===== src/verilog/irq_status_pkg.sv =====
package irq_status_pkg;

   // =========================================================
   // Register map (byte addresses on APB).
   // =========================================================
   // The status registers sit at word indices; each holds one aligned
   // 32-bit word, so its byte address is four times its index.
   localparam logic [9:0]  IDX_TRIG_SEL   = 10'h00A;
   localparam logic [9:0]  IDX_MODE_STAT  = 10'h00B;
   localparam logic [9:0]  IDX_SRC_FLAGS  = 10'h00C;
   localparam logic [11:0] ADDR_TRIG_SEL  = {IDX_TRIG_SEL, 2'h0};
   localparam logic [11:0] ADDR_MODE_STAT = {IDX_MODE_STAT, 2'h0};
   localparam logic [11:0] ADDR_SRC_FLAGS = {IDX_SRC_FLAGS, 2'h0};
   localparam logic [11:0] ADDR_CTRL      = 12'h010;
   localparam logic [11:0] ADDR_CLEAR     = 12'h014;

   // =========================================================
   // Field positions and reset values.
   // =========================================================
   localparam int TRIG_TRANS_BIT   = 5;
   localparam int TRIG_ORIENT_BIT  = 4;
   localparam int TRIG_PULSE_BIT   = 3;
   localparam int TRIG_FFMT_BIT    = 2;
   localparam int TRIG_VECM_BIT    = 1;
   localparam int SRC_ASLP_BIT     = 7;
   localparam int SRC_FIFO_BIT     = 6;
   localparam int SRC_TRANS_BIT    = 5;
   localparam int SRC_ORIENT_BIT   = 4;
   localparam int SRC_PULSE_BIT    = 3;
   localparam int SRC_FFMT_BIT     = 2;
   localparam int SRC_VECM_BIT     = 1;
   localparam int SRC_DRDY_BIT     = 0;
   localparam int GERR_BIT         = 7;
   localparam int GTIME_LSB        = 2;
   localparam int CTRL_ACTIVE_BIT  = 0;
   localparam int CLR_DRDY_BIT     = 0;
   localparam int CLR_FIFO_BIT     = 1;
   localparam int CLR_TRANS_BIT    = 2;
   localparam int CLR_ORIENT_BIT   = 3;
   localparam int CLR_PULSE_BIT    = 4;
   localparam int CLR_FFMT_BIT     = 5;
   localparam logic [7:0] TRIG_RESET  = 8'h00;
   localparam logic [7:0] SRC_RESET   = 8'h00;
   localparam logic [4:0] GTIME_MAX   = 5'h1F;
   localparam logic [15:0] SLEEP_LIM_RESET = 16'h0010;

   // Mode codes as reported to software.
   localparam logic [1:0] MODE_STANDBY = 2'h0;
   localparam logic [1:0] MODE_WAKE    = 2'h1;
   localparam logic [1:0] MODE_SLEEP   = 2'h2;

   // Events from the detection engines, one pulse per event.
   typedef struct packed {
      logic drdy;
      logic vecm;
      logic ffmt;
      logic pulse;
      logic orient;
      logic trans;
      logic fifo_ovf;
      logic fifo_wmrk;
      logic gate_err;
      logic odr_tick;
      logic activity;
      logic wake_evt;
   } event_s;

   // Clear strobes from reads of the function source registers.
   typedef struct packed {
      logic drdy;
      logic fifo;
      logic trans;
      logic orient;
      logic pulse;
      logic ffmt;
   } clear_s;

endpackage


===== src/verilog/sticky_flag.sv =====
`timescale 1ns/1ps
// =========================================================
// Sticky flag: a set in the same cycle as a clear wins.
// =========================================================
module sticky_flag (
   input  wire logic ref_clk,  // Sample clock.
   input  wire logic sys_rst,  // Asynchronous reset, active high.
   input  wire logic set,      // Event pulse.
   input  wire logic clear,    // Clear strobe.
   output logic      flag      // Held flag.
);
   logic next_flag;  // Next flag value.

   // Set has priority so a coincident event is never lost.
   always_comb begin
      next_flag = set | (flag & ~clear);
   end

   // Register the flag.
   always_ff @(posedge ref_clk or posedge sys_rst) begin
      if (sys_rst) begin
         flag <= 1'b0;
      end else begin
         flag <= next_flag;
      end
   end

   // A coincident set and clear must leave the flag high.
   a_set_wins_clear: assert property (
      @(posedge ref_clk) disable iff (sys_rst) set |=> flag)
      else $error("Flag lost an event on coincident clear.");
endmodule


===== src/verilog/irq_status.sv =====
// Implementation choice: the APB interface to the registers.
`timescale 1ns/1ps
// =========================================================
// Interrupt source, operating mode and FIFO trigger status.
// =========================================================
module irq_status (
   input  wire logic                    ref_clk,     // Sample clock, 100 MHz.
   input  wire logic                    sys_rst,     // Asynchronous reset.
   input  wire logic                    psel,        // APB select.
   input  wire logic                    penable,     // APB access phase.
   input  wire logic                    pwrite,      // APB direction.
   input  wire logic [11:0]             paddr,       // APB byte address.
   input  wire logic [31:0]             pwdata,      // APB write data.
   output logic      [31:0]             prdata,      // APB read data.
   output logic                         pready,      // APB ready.
   output logic                         pslverr,     // APB error.
   input  wire irq_status_pkg::event_s  evt,         // Engine events.
   input  wire irq_status_pkg::clear_s  src_clr,     // Source-read clears.
   input  wire logic                    fifo_empty,  // FIFO buffer empty.
   output logic                         fifo_gate,   // Stop FIFO collection.
   output logic                         low_odr_sel  // Sleep rate selected.
);

   // =========================================================
   // Declarations.
   // =========================================================
   typedef enum logic [2:0] {
      ST_STANDBY = 3'b001,
      ST_WAKE    = 3'b010,
      ST_SLEEP   = 3'b100
   } mode_e;

   mode_e        mode;             // Operating mode.
   mode_e        next_mode;        // Next operating mode.
   logic [7:0]   trig_sel;         // FIFO trigger enables.
   logic [7:0]   next_trig_sel;    // Next trigger enables.
   logic         active;           // Software active request.
   logic         next_active;      // Next active request.
   logic [15:0]  sleep_lim;        // Inactivity limit in ODR ticks.
   logic [15:0]  next_sleep_lim;   // Next limit.
   logic [15:0]  idle_cnt;         // Inactivity counter.
   logic [15:0]  next_idle_cnt;    // Next inactivity counter.
   logic         gerr;             // Gate error flag.
   logic         next_gerr;        // Next gate error flag.
   logic [4:0]   gtime;            // ODR ticks since gate error.
   logic [4:0]   next_gtime;       // Next gate error time.
   logic         gate;             // Collection gated.
   logic         next_gate;        // Next gate state.
   logic [31:0]  next_prdata;      // Next read data.
   logic [7:0]   src;              // Interrupt source flags.
   logic [7:0]   set_vec;          // Per-flag set pulses.
   logic [7:0]   clr_vec;          // Per-flag clear strobes.
   logic         wr_en;            // APB write in access phase.
   logic         rd_en;            // APB read in access phase.
   logic         aslp_evt;         // Wake to sleep or sleep to wake transition event.
   logic         trig_hit;         // Enabled trigger event.

   // Decode a byte address against a register offset.
   function automatic logic hit(input logic [11:0] a, input logic [11:0] r);
      hit = (a == r);
   endfunction

   // =========================================================
   // APB slave: zero wait states, unmapped reads return zero.
   // =========================================================
   assign wr_en   = psel & penable & pwrite;
   assign rd_en   = psel & penable & ~pwrite;
   assign pready  = 1'b1;
   assign pslverr = 1'b0;

   // =========================================================
   // Flag set and clear vectors.
   // =========================================================
   // Each source bit is set by its engine event (the FIFO bit by overflow or watermark, the auto-sleep bit by a wake to sleep or sleep to wake
   // transition) and cleared by the read of the register that belongs to that function.
   always_comb begin
      set_vec = 8'h00;
      clr_vec = 8'h00;
      set_vec[irq_status_pkg::SRC_ASLP_BIT]   = aslp_evt;
      set_vec[irq_status_pkg::SRC_FIFO_BIT]   = evt.fifo_ovf | evt.fifo_wmrk;
      set_vec[irq_status_pkg::SRC_TRANS_BIT]  = evt.trans;
      set_vec[irq_status_pkg::SRC_ORIENT_BIT] = evt.orient;
      set_vec[irq_status_pkg::SRC_PULSE_BIT]  = evt.pulse;
      set_vec[irq_status_pkg::SRC_FFMT_BIT]   = evt.ffmt;
      set_vec[irq_status_pkg::SRC_VECM_BIT]   = evt.vecm;
      set_vec[irq_status_pkg::SRC_DRDY_BIT]   = evt.drdy;
      // Mode register read clears the auto-sleep flag.
      clr_vec[irq_status_pkg::SRC_ASLP_BIT]   =
         rd_en & hit(paddr, irq_status_pkg::ADDR_MODE_STAT);
      clr_vec[irq_status_pkg::SRC_FIFO_BIT]   = src_clr.fifo;
      clr_vec[irq_status_pkg::SRC_TRANS_BIT]  = src_clr.trans;
      clr_vec[irq_status_pkg::SRC_ORIENT_BIT] = src_clr.orient;
      clr_vec[irq_status_pkg::SRC_PULSE_BIT]  = src_clr.pulse;
      clr_vec[irq_status_pkg::SRC_FFMT_BIT]   = src_clr.ffmt;
      // Only the vector-magnitude flag clears on a source read.
      clr_vec[irq_status_pkg::SRC_VECM_BIT]   =
         rd_en & hit(paddr, irq_status_pkg::ADDR_SRC_FLAGS);
      clr_vec[irq_status_pkg::SRC_DRDY_BIT]   = src_clr.drdy;
   end

   // One sticky flag per source bit.
   genvar gi;
   generate
      for (gi = 0; gi < 8; gi++) begin : g_flag
         sticky_flag u_flag (
            .ref_clk (ref_clk),
            .sys_rst (sys_rst),
            .set     (set_vec[gi]),
            .clear   (clr_vec[gi]),
            .flag    (src[gi])
         );
      end
   endgenerate

   // =========================================================
   // Operating mode and auto-sleep.
   // =========================================================
   // The idle counter counts ODR ticks without activity while awake.
   always_comb begin
      next_mode     = mode;
      next_idle_cnt = idle_cnt;
      aslp_evt      = 1'b0;
      unique case (mode)
         ST_STANDBY: begin
            next_idle_cnt = 16'h0000;
            if (active) begin
               next_mode = ST_WAKE;
            end
         end
         ST_WAKE: begin
            if (!active) begin
               next_mode = ST_STANDBY;
            end else if (evt.activity) begin
               next_idle_cnt = 16'h0000;
            end else if (evt.odr_tick) begin
               if (idle_cnt >= sleep_lim) begin
                  next_mode     = ST_SLEEP;
                  next_idle_cnt = 16'h0000;
                  aslp_evt      = 1'b1;
               end else begin
                  next_idle_cnt = idle_cnt + 16'h0001;
               end
            end
         end
         ST_SLEEP: begin
            if (!active) begin
               next_mode = ST_STANDBY;
            end else if (evt.wake_evt) begin
               next_mode = ST_WAKE;
               aslp_evt  = 1'b1;
            end
         end
      endcase
   end

   // Register mode state.
   always_ff @(posedge ref_clk or posedge sys_rst) begin
      if (sys_rst) begin
         mode     <= ST_STANDBY;
         idle_cnt <= 16'h0000;
      end else begin
         mode     <= next_mode;
         idle_cnt <= next_idle_cnt;
      end
   end

   assign low_odr_sel = (mode == ST_SLEEP);

   // =========================================================
   // FIFO trigger and gate error.
   // =========================================================
   // A trigger fires only from events whose enable bit is set.
   always_comb begin
      trig_hit = (trig_sel[irq_status_pkg::TRIG_PULSE_BIT] & evt.pulse)
               | (trig_sel[irq_status_pkg::TRIG_FFMT_BIT]  & evt.ffmt)
               | (trig_sel[irq_status_pkg::TRIG_VECM_BIT]  & evt.vecm)
               | (trig_sel[irq_status_pkg::TRIG_TRANS_BIT] & evt.trans)
               | (trig_sel[irq_status_pkg::TRIG_ORIENT_BIT] & evt.orient);
   end

   // The gate holds until the FIFO is drained, so the pre-event
   // samples are kept. Gate error set beats the empty clear.
   always_comb begin
      next_gate  = trig_hit | (gate & ~fifo_empty);
      next_gerr  = evt.gate_err | (gerr & ~fifo_empty);
      next_gtime = gtime;
      if (!next_gerr) begin
         next_gtime = 5'h00;
      end else if (gerr && evt.odr_tick && gtime != irq_status_pkg::GTIME_MAX) begin
         next_gtime = gtime + 5'h01;
      end
   end

   // Register gate state.
   always_ff @(posedge ref_clk or posedge sys_rst) begin
      if (sys_rst) begin
         gate  <= 1'b0;
         gerr  <= 1'b0;
         gtime <= 5'h00;
      end else begin
         gate  <= next_gate;
         gerr  <= next_gerr;
         gtime <= next_gtime;
      end
   end

   assign fifo_gate = gate;

   // =========================================================
   // Software-written registers.
   // =========================================================
   always_comb begin
      next_trig_sel  = trig_sel;
      next_active    = active;
      next_sleep_lim = sleep_lim;
      if (wr_en && hit(paddr, irq_status_pkg::ADDR_TRIG_SEL)) begin
         next_trig_sel = pwdata[7:0];
      end
      if (wr_en && hit(paddr, irq_status_pkg::ADDR_CTRL)) begin
         next_active    = pwdata[irq_status_pkg::CTRL_ACTIVE_BIT];
         next_sleep_lim = pwdata[31:16];
      end
   end

   // Register control state.
   always_ff @(posedge ref_clk or posedge sys_rst) begin
      if (sys_rst) begin
         trig_sel  <= irq_status_pkg::TRIG_RESET;
         active    <= 1'b0;
         sleep_lim <= irq_status_pkg::SLEEP_LIM_RESET;
      end else begin
         trig_sel  <= next_trig_sel;
         active    <= next_active;
         sleep_lim <= next_sleep_lim;
      end
   end

   // =========================================================
   // Read data, registered in the setup phase.
   // =========================================================
   always_comb begin
      next_prdata = 32'h0000_0000;
      if (psel && !penable && !pwrite) begin
         if (hit(paddr, irq_status_pkg::ADDR_TRIG_SEL)) begin
            next_prdata[7:0] = trig_sel;
         end else if (hit(paddr, irq_status_pkg::ADDR_MODE_STAT)) begin
            next_prdata[irq_status_pkg::GERR_BIT] = gerr;
            next_prdata[irq_status_pkg::GTIME_LSB +: 5] = gtime;
            unique case (mode)
               ST_STANDBY: next_prdata[1:0] = irq_status_pkg::MODE_STANDBY;
               ST_WAKE:    next_prdata[1:0] = irq_status_pkg::MODE_WAKE;
               ST_SLEEP:   next_prdata[1:0] = irq_status_pkg::MODE_SLEEP;
            endcase
         end else if (hit(paddr, irq_status_pkg::ADDR_SRC_FLAGS)) begin
            next_prdata[7:0] = src;
         end else if (hit(paddr, irq_status_pkg::ADDR_CTRL)) begin
            next_prdata[irq_status_pkg::CTRL_ACTIVE_BIT] = active;
            next_prdata[31:16] = sleep_lim;
         end
      end else if (psel && penable) begin
         next_prdata = prdata;
      end
   end

   // Register read data.
   always_ff @(posedge ref_clk or posedge sys_rst) begin
      if (sys_rst) begin
         prdata <= 32'h0000_0000;
      end else begin
         prdata <= next_prdata;
      end
   end

   // =========================================================
   // Checks.
   // =========================================================
   a_pulse_trigger: assert property (@(posedge ref_clk) disable iff (sys_rst)
      evt.pulse && trig_sel[irq_status_pkg::TRIG_PULSE_BIT] |=> fifo_gate)
      else $error("Enabled pulse event did not gate the FIFO.");
   a_ffmt_trigger: assert property (@(posedge ref_clk) disable iff (sys_rst)
      evt.ffmt && trig_sel[irq_status_pkg::TRIG_FFMT_BIT] |=> fifo_gate)
      else $error("Enabled motion event did not gate the FIFO.");
   a_vecm_trigger: assert property (@(posedge ref_clk) disable iff (sys_rst)
      evt.vecm && trig_sel[irq_status_pkg::TRIG_VECM_BIT] |=> fifo_gate)
      else $error("Enabled vector event did not gate the FIFO.");
   // Written from the raw events and enables, not from trig_hit, so a
   // broken enable decode cannot hide behind its own expression.
   a_no_trigger: assert property (@(posedge ref_clk) disable iff (sys_rst)
      !fifo_gate
      && !(evt.pulse && trig_sel[irq_status_pkg::TRIG_PULSE_BIT])
      && !(evt.ffmt && trig_sel[irq_status_pkg::TRIG_FFMT_BIT])
      && !(evt.vecm && trig_sel[irq_status_pkg::TRIG_VECM_BIT])
      && !(evt.trans && trig_sel[irq_status_pkg::TRIG_TRANS_BIT])
      && !(evt.orient && trig_sel[irq_status_pkg::TRIG_ORIENT_BIT])
      |=> !fifo_gate)
      else $error("FIFO gated without an enabled trigger.");
   a_gerr_hold: assert property (@(posedge ref_clk) disable iff (sys_rst)
      gerr && !fifo_empty |=> gerr)
      else $error("Gate error flag cleared while FIFO not empty.");
   a_gtime_zero: assert property (@(posedge ref_clk) disable iff (sys_rst)
      !gerr |-> gtime == 5'h00)
      else $error("Gate error time nonzero without flag.");
   a_vecm_read_clr: assert property (@(posedge ref_clk) disable iff (sys_rst)
      rd_en && hit(paddr, irq_status_pkg::ADDR_SRC_FLAGS) && !evt.vecm
      |=> !src[irq_status_pkg::SRC_VECM_BIT])
      else $error("Source read did not clear the vector flag.");
   a_src_read_keep: assert property (@(posedge ref_clk) disable iff (sys_rst)
      rd_en && hit(paddr, irq_status_pkg::ADDR_SRC_FLAGS) && src[irq_status_pkg::SRC_DRDY_BIT]
      && !src_clr.drdy |=> src[irq_status_pkg::SRC_DRDY_BIT])
      else $error("Source read cleared the data-ready flag.");
   a_sleep_entry: assert property (@(posedge ref_clk) disable iff (sys_rst)
      mode == ST_WAKE && active && evt.odr_tick && !evt.activity && idle_cnt >= sleep_lim
      |=> mode == ST_SLEEP ##0 src[irq_status_pkg::SRC_ASLP_BIT])
      else $error("Missed the wake to sleep transition.");
   a_wake_entry: assert property (@(posedge ref_clk) disable iff (sys_rst)
      mode == ST_SLEEP && active && evt.wake_evt |=> mode == ST_WAKE)
      else $error("Missed the sleep to wake transition.");
   a_fifo_flag: assert property (@(posedge ref_clk) disable iff (sys_rst)
      evt.fifo_ovf |=> src[irq_status_pkg::SRC_FIFO_BIT])
      else $error("FIFO overflow did not set its flag.");
endmodule


===== config.mk =====
export PLATFORM = sky130hd
export DESIGN_NAME = irq_status
export DESIGN_NICKNAME = d
export VERILOG_FILES = /design/src/verilog/irq_status_pkg.sv /design/src/verilog/sticky_flag.sv /design/src/verilog/irq_status.sv
export SDC_FILE = /design/constraint.sdc
export NUM_CORES = 1
export LEC_CHECK = 0
export ABC_AREA = 1
export BUFFER_PORTS_ARGS = -buffer_cell sky130_fd_sc_hd__buf_2
export CAP_MARGIN = 30
export CORE_MARGIN = 2
export CORE_UTILIZATION = 35
export DETAILED_ROUTE_END_ITERATION = 10
export MAX_ROUTING_LAYER = met4
export PLACE_DENSITY = 0.6
export RECOVER_POWER = 100
export SYNTH_ARGS = -nofsm -noshare
export SYNTH_HDL_FRONTEND = slang
export SYNTH_HIERARCHICAL = 1
export SYNTH_SLANG_ARGS = --single-unit

===== constraint.sdc =====
create_clock -name ref_clk -period 3.9 [get_ports ref_clk]
set_input_delay 0.39 -clock ref_clk [delete_from_list [all_inputs] [get_ports ref_clk]]
set_output_delay 0.39 -clock ref_clk [all_outputs]
set_load 0.05 [all_outputs]

# After elaboration in Yosys (flattened, before gate mapping)
# Index checks and enable logic that the tools add are counted.
# totals
ff_bits	91
in_bits	68
# op_classes
eq_ne	17
n_addsub	2
n_reduce_logical	12
bitwise	45
muxes	36
magnitude_cmp	1
# op_table
op	count
16-bit two-way mux	9
12-bit by 6-bit == test with 1-bit output (second input constant)	3
32-bit two-way mux	1
8-bit two-way mux	4
16-bit one-hot mux with 2 select lines	1
3-bit two-way mux	7
1-bit AND	20
16-bit by 1-bit adder with 16-bit output (second input constant)	1
16-bit greater-or-equal comparator	1
3-bit != test (second input constant)	5
1-bit bitwise OR	15
12-bit by 5-bit == test with 1-bit output (second input constant)	1
5-bit two-way mux	2
1-bit inverter	10
3-bit one-hot mux with 3 select lines	1
1-bit two-way mux	8
1-bit logical AND	7
7-bit two-way mux	1
2-bit != test (second input constant)	3
2-bit one-hot mux with 3 select lines	1
5-bit by 1-bit adder with 5-bit output (second input constant)	1
5-bit != test (second input constant)	1
5-bit AND reduction	1
3-bit by 1-bit == test with 1-bit output (second input constant)	1
other kinds (7)	8

# Longest topological paths before layout
# depth
ltp_word	7
ltp_mapped	15

# By module
# The synthesis kept the hierarchy.
# modules_own_cells
module	area_each_um2	n_inst	cells_each	seq_area_each_um2
irq_status	4147.7	1	521	1879.3
sticky_flag	43.8	8	6	25.0

# Least setup slack after synthesis
# OpenSTA, ideal clock, no wires.
# synth_path
path_kind	register to register
start	reg gtime[0]
end	reg gtime[3]
synth_period_minus_slack_ns	1.844
path_slack_ns	2.056
arrival_ns	1.721
setup_ns	0.123
stages_incl_launch_ff	11
cell_sequence	dfrtp_1 ha_1 nand2_1 nor2_1 ha_1 nor3_1 inv_1 nor2_1 nand3_1 o21ai_0 a21oi_1
# synth_via
elab_chain_len	3
word_cells_on_any_way	6
# synth_lines
item	line_no	rtl
start: declaration	irq_status.sv:45	logic [4:0] gtime;
start signal: assignment	irq_status.sv:203	gtime <= next_gtime;
5-bit by 1-bit adder with 5-bit output or 5-bit != test (tied branches)	irq_status.sv:190, irq_status.sv:189	
5-bit two-way mux or 1-bit logical AND (tied branches)	irq_status.sv:189	end else if (gerr && evt.odr_tick && gtime != irq_status_pkg::GTIME_MAX) begin
5-bit two-way mux or 2-bit by 1-bit != test with 1-bit output (tied branches)	-	
# Parallel ways exist; a longest one is shown, timed or not. The select of a mux whose other input is x is not followed.
# A chain may end at the register's enable or synchronous reset.

# Final worst setup path
# layout_path
start	in paddr[1]
end	reg sleep_lim[1]
# layout_via
elab_chain_len	2
# layout_lines
item	line_no	rtl
start: declaration	irq_status.sv:12	input wire logic [11:0] paddr,
12-bit by 5-bit == test with 1-bit output	irq_status.sv:60	hit = (a == r);
1-bit logical AND	irq_status.sv:219	if (wr_en && hit(paddr, irq_status_pkg::ADDR_CTRL)) begin
end signal: assignment	irq_status.sv:230	sleep_lim <= irq_status_pkg::SLEEP_LIM_RESET;
end signal: assignment	irq_status.sv:234	sleep_lim <= next_sleep_lim;
end: declaration	irq_status.sv:39	logic [15:0] sleep_lim;
# No other way between the ends.

==> impl_metrics.csv <==
group,metric,value,unit
critical_path,arrival,2.41,ns
clock_network,numCtsBuffers,9,
power,p_int,1.48,mW
power,p_leak,2.86,nW
power,comb_power_share,0.130,
placement,place_area,0.00504,sq mm
routing,ant_nets,0,
critical_path,rrSetupSlack,1.77,ns
placement,dp_slack,1.77,ns
routing,dr.pass1.iters,5,
logic_synthesis,yosysUniqueCellTypes,37,
sta,maxSlewViolCount,0,
grt,first_global_vias,3644,
logic_synthesis,synthFlopType,"dfrtp_1",
finish,drive_gt1_frac,0.136,
grt,grt_pass1_wl,17.9,mm
critical_path,critPathTopFamily,"simple AND/OR/NAND/NOR gates",
floorplanning,pin_count,104,
critical_path,worst_r2r_endpoint,"gtime[3]",
logic_synthesis,synth-simple-area-share,0.250,
critical_path,cp-endpoint,"sleep_lim[1]",
clock_network,root_buffer,"clkbuf_16",
logic_synthesis,ys_async_sr_fraction,1.00,
power,p_total,2.02,mW
sta,timing.final.crit_share,0.574,
sta,skew,0.00604,ns
logic_synthesis,synth.most_common_cell,"nand2_1",
clock_network,cts_tree,"built",
finish,fin_nets,744,
finish,nFillCells,1289,
sta,setup_viol,0,
job,drv_cap,0,
critical_path,crit_chain,"buf_2 > nor2_1 > nand3_1 > nor2_1 > nand3_1 > nor2_1 > a21oi_1",
sta,fmax,446,MHz
grt,grt_max_degree,46,
logic_synthesis,synth.area.top_cells,"dfrtp_1 (45%), nand2_1 (11%), inv_1 (8.3%)",
logic_synthesis,synth_sequential_area_ratio,0.462,
critical_path,crit_cells,7,
critical_path,crit_start,"paddr[1]",
critical_path,worstSetupStartpointType,"input pin",
critical_path,r2r_start,"gtime[0]",
grt,antenna_found_initial,0,
logic_synthesis,yosys-top-cells-count,"nand2_1 (136), inv_1 (99), dfrtp_1 (81)",
finish,synthToLayoutAreaGrowth,17.6,%
power,seq_power_share,0.453,
logic_synthesis,synth_seq_cells,83,
routing,drt_first_iter_violations,252,
floorplanning,die_width,117,microns
clock_network,postCtsSetupBuffers,0,
sta,worst_slack,1.66,ns
logic_synthesis,synth_top_family_by_area,"simple AND/OR/NAND/NOR gates",
grt,track_usage,0.163,
routing,wirelength,10.4,mm
logic_synthesis,yosys.area_share.adder,0.0529,
critical_path,cpMaxStageDelayCell,"nand3_1",
grt,grt_overflow,0,
logic_synthesis,yosysTopAreaCellShare,0.451,
power,ir_worst_vdd,0.237,mV
critical_path,rr_worst_depth,10,
routing,via_per_inst,4.63,
finish,multi_input_area,0.00187,sq mm
clock_network,clk_pin_slew,0.06,ns
finish,fin_area,0.00529,sq mm
critical_path,crit_top_cell,"nor2_1",
logic_synthesis,syn_area_per_cell,7.91,sq um
logic_synthesis,post-synth-top-area-cell,"dfrtp_1",
clock_network,cts_max_level,3,
power,p_clk_frac,0.417,
placement,dpl.hpwl,8.13,mm
routing,remaining_drc_errors,0,
placement,portBuffers,85,
routing,vias,3864,
critical_path,path_class,"input pin to flip-flop",
min_path,min_path_type,"input pin to flip-flop",
critical_path,crit_required,4.07,ns
power,power_density,383,mW/mm^2
logic_synthesis,synth-xor-area-share,0.00974,
power,p_sw_frac,0.268,
clock_network,cts_sinks,83,
logic_synthesis,synth-edff-count,0,
logic_synthesis,synthCells,569,
logic_synthesis,netlist_area,0.00450,sq mm
sta,relSlewSlack,0.189,
critical_path,crit_path_end_kind,"flip-flop",
sta,min_period,2.24,ns
clock_network,clk_latency,0.33,ns
sta,tns,0,ns
sta,rsz0062_at_grt,"no",
floorplanning,start_util,0.358,
floorplanning,dieArea,0.0138,sq mm
floorplanning,rows,41,
power,p_sw,0.543,mW
clock_network,cts_buffer_depth,2,
critical_path,cp_num_buf_inv,1,
sta,finalHoldViolCount,0,
clock_network,cts_resized,0,
logic_synthesis,synth_warnings,6,
logic_synthesis,synth_compound_area_frac,0.0898,
placement,routabilityCongestion,0.898,
finish,diodes,0,
routing,wire_per_inst,12.5,microns
logic_synthesis,synth_mux_area_frac,0.0159,
critical_path,max_stage_delay,0.86,ns
floorplanning,placeableCoreArea,0.0126,sq mm
finish,regArea,0.00208,sq mm
floorplanning,fp.dieH,117,microns
critical_path,path_max_fanout,34,
sta,hold_slack,0.247,ns
outcome,status,"finished clean",
sta,tightest_slew,1.21,ns
-- per-layer routing --
metal,global-route usage,part of all wire
met1,0.228,0.50
met2,0.240,0.44
met3,0.0292,0.047
met4,0.0489,0.018
met5,-,0
-- stage by stage --
step	cells	utilization
after global placement	816	0.401
after detailed placement	816	0.401
final	834	0.421
after global routing	834	0.421
after CTS	833	0.426
after floorplan	577	-
-- flip-flops by register name (all words and copies together) (netlist names) --
name,count
active,1
fifo_gate,1
g_flag.u_flag/flag,8
gerr,1
gtime,5
idle_cnt,16
mode,3
prdata,24
sleep_lim,16
trig_sel,8
-- placed cells by master, fill, tap and decap left out, types with 3 or more instances in the layout --
cell type / n
buf_2: 58
ha_1: 19
mux2_1: 4
o21ai_0: 32
nand2_1: 136
o211ai_1: 6
inv_2: 3
nand4_1: 11
dfrtp_1: 81
nor3_1: 13
inv_1: 100
clkbuf_1: 29
a21oi_1: 27
xor2_1: 4
clkbuf_16: 9
conb_1: 10
nand3_1: 26
nor2_1: 62
-- area by class of cell --
cell class | instances | share of cell area
Inverter | 103 | 0.0731
Clock buffer | 10 | 0.0452
Multi-Input combinational cell | 371 | 0.354
Clock inverter | 6 | 0.0123
Timing Repair Buffer | 89 | 0.0812
Sequential cell | 83 | 0.393
Tap cell | 172 | 0.0407
-- kinds of logic (layout without fill, tap and decap cells) --
kind of cell    after synthesis  in the layout
compound gates               74             74
xor+xnor                      5              5
buf+inv                     123            208
simple gates                258            258
other cells                   2             10
mux                           5              5
fa+ha+maj                    19             19
flops                        83             83
-- what timing repair did --
action                                  4_1_cts  5_1_grt
hold buffers                                  1        0
endpoints found under the hold margin         8        0
endpoints found under the setup margin        0        0
-- tightest hold or removal path: cells and delay by family --
| kind | cells | cell delay [ns] |
|---|---|---|
| buf+inv | 2 | 0.11 |
| simple gates | 1 | 0.05 |
-- worst min-delay path by stage --
stage / from / endpoint / slack [ns] / cells after the start
after floorplan: sys_rst / g_flag[0].u_flag/flag / 0.12 / 1
after global placement: sys_rst / g_flag[6].u_flag/flag / 0.33 / 2
after detailed placement: sys_rst / g_flag[4].u_flag/flag / 0.33 / 2
after CTS: evt[11] / g_flag[0].u_flag/flag / 0.23 / 3
after global routing: evt[11] / g_flag[0].u_flag/flag / 0.25 / 3
final: evt[11] / g_flag[0].u_flag/flag / 0.25 / 3
-- power by group through the flow --
stage               logic, mW  clock network, mW  registers, mW
floorplan               0.205                  0          0.930
global placement        0.258                  0          0.933
detailed placement      0.265                  0          0.934
CTS                     0.267              0.865          0.919
global route            0.298              0.913          0.921
finish                  0.262              0.844          0.918
(Power assumes the default switching activity.)
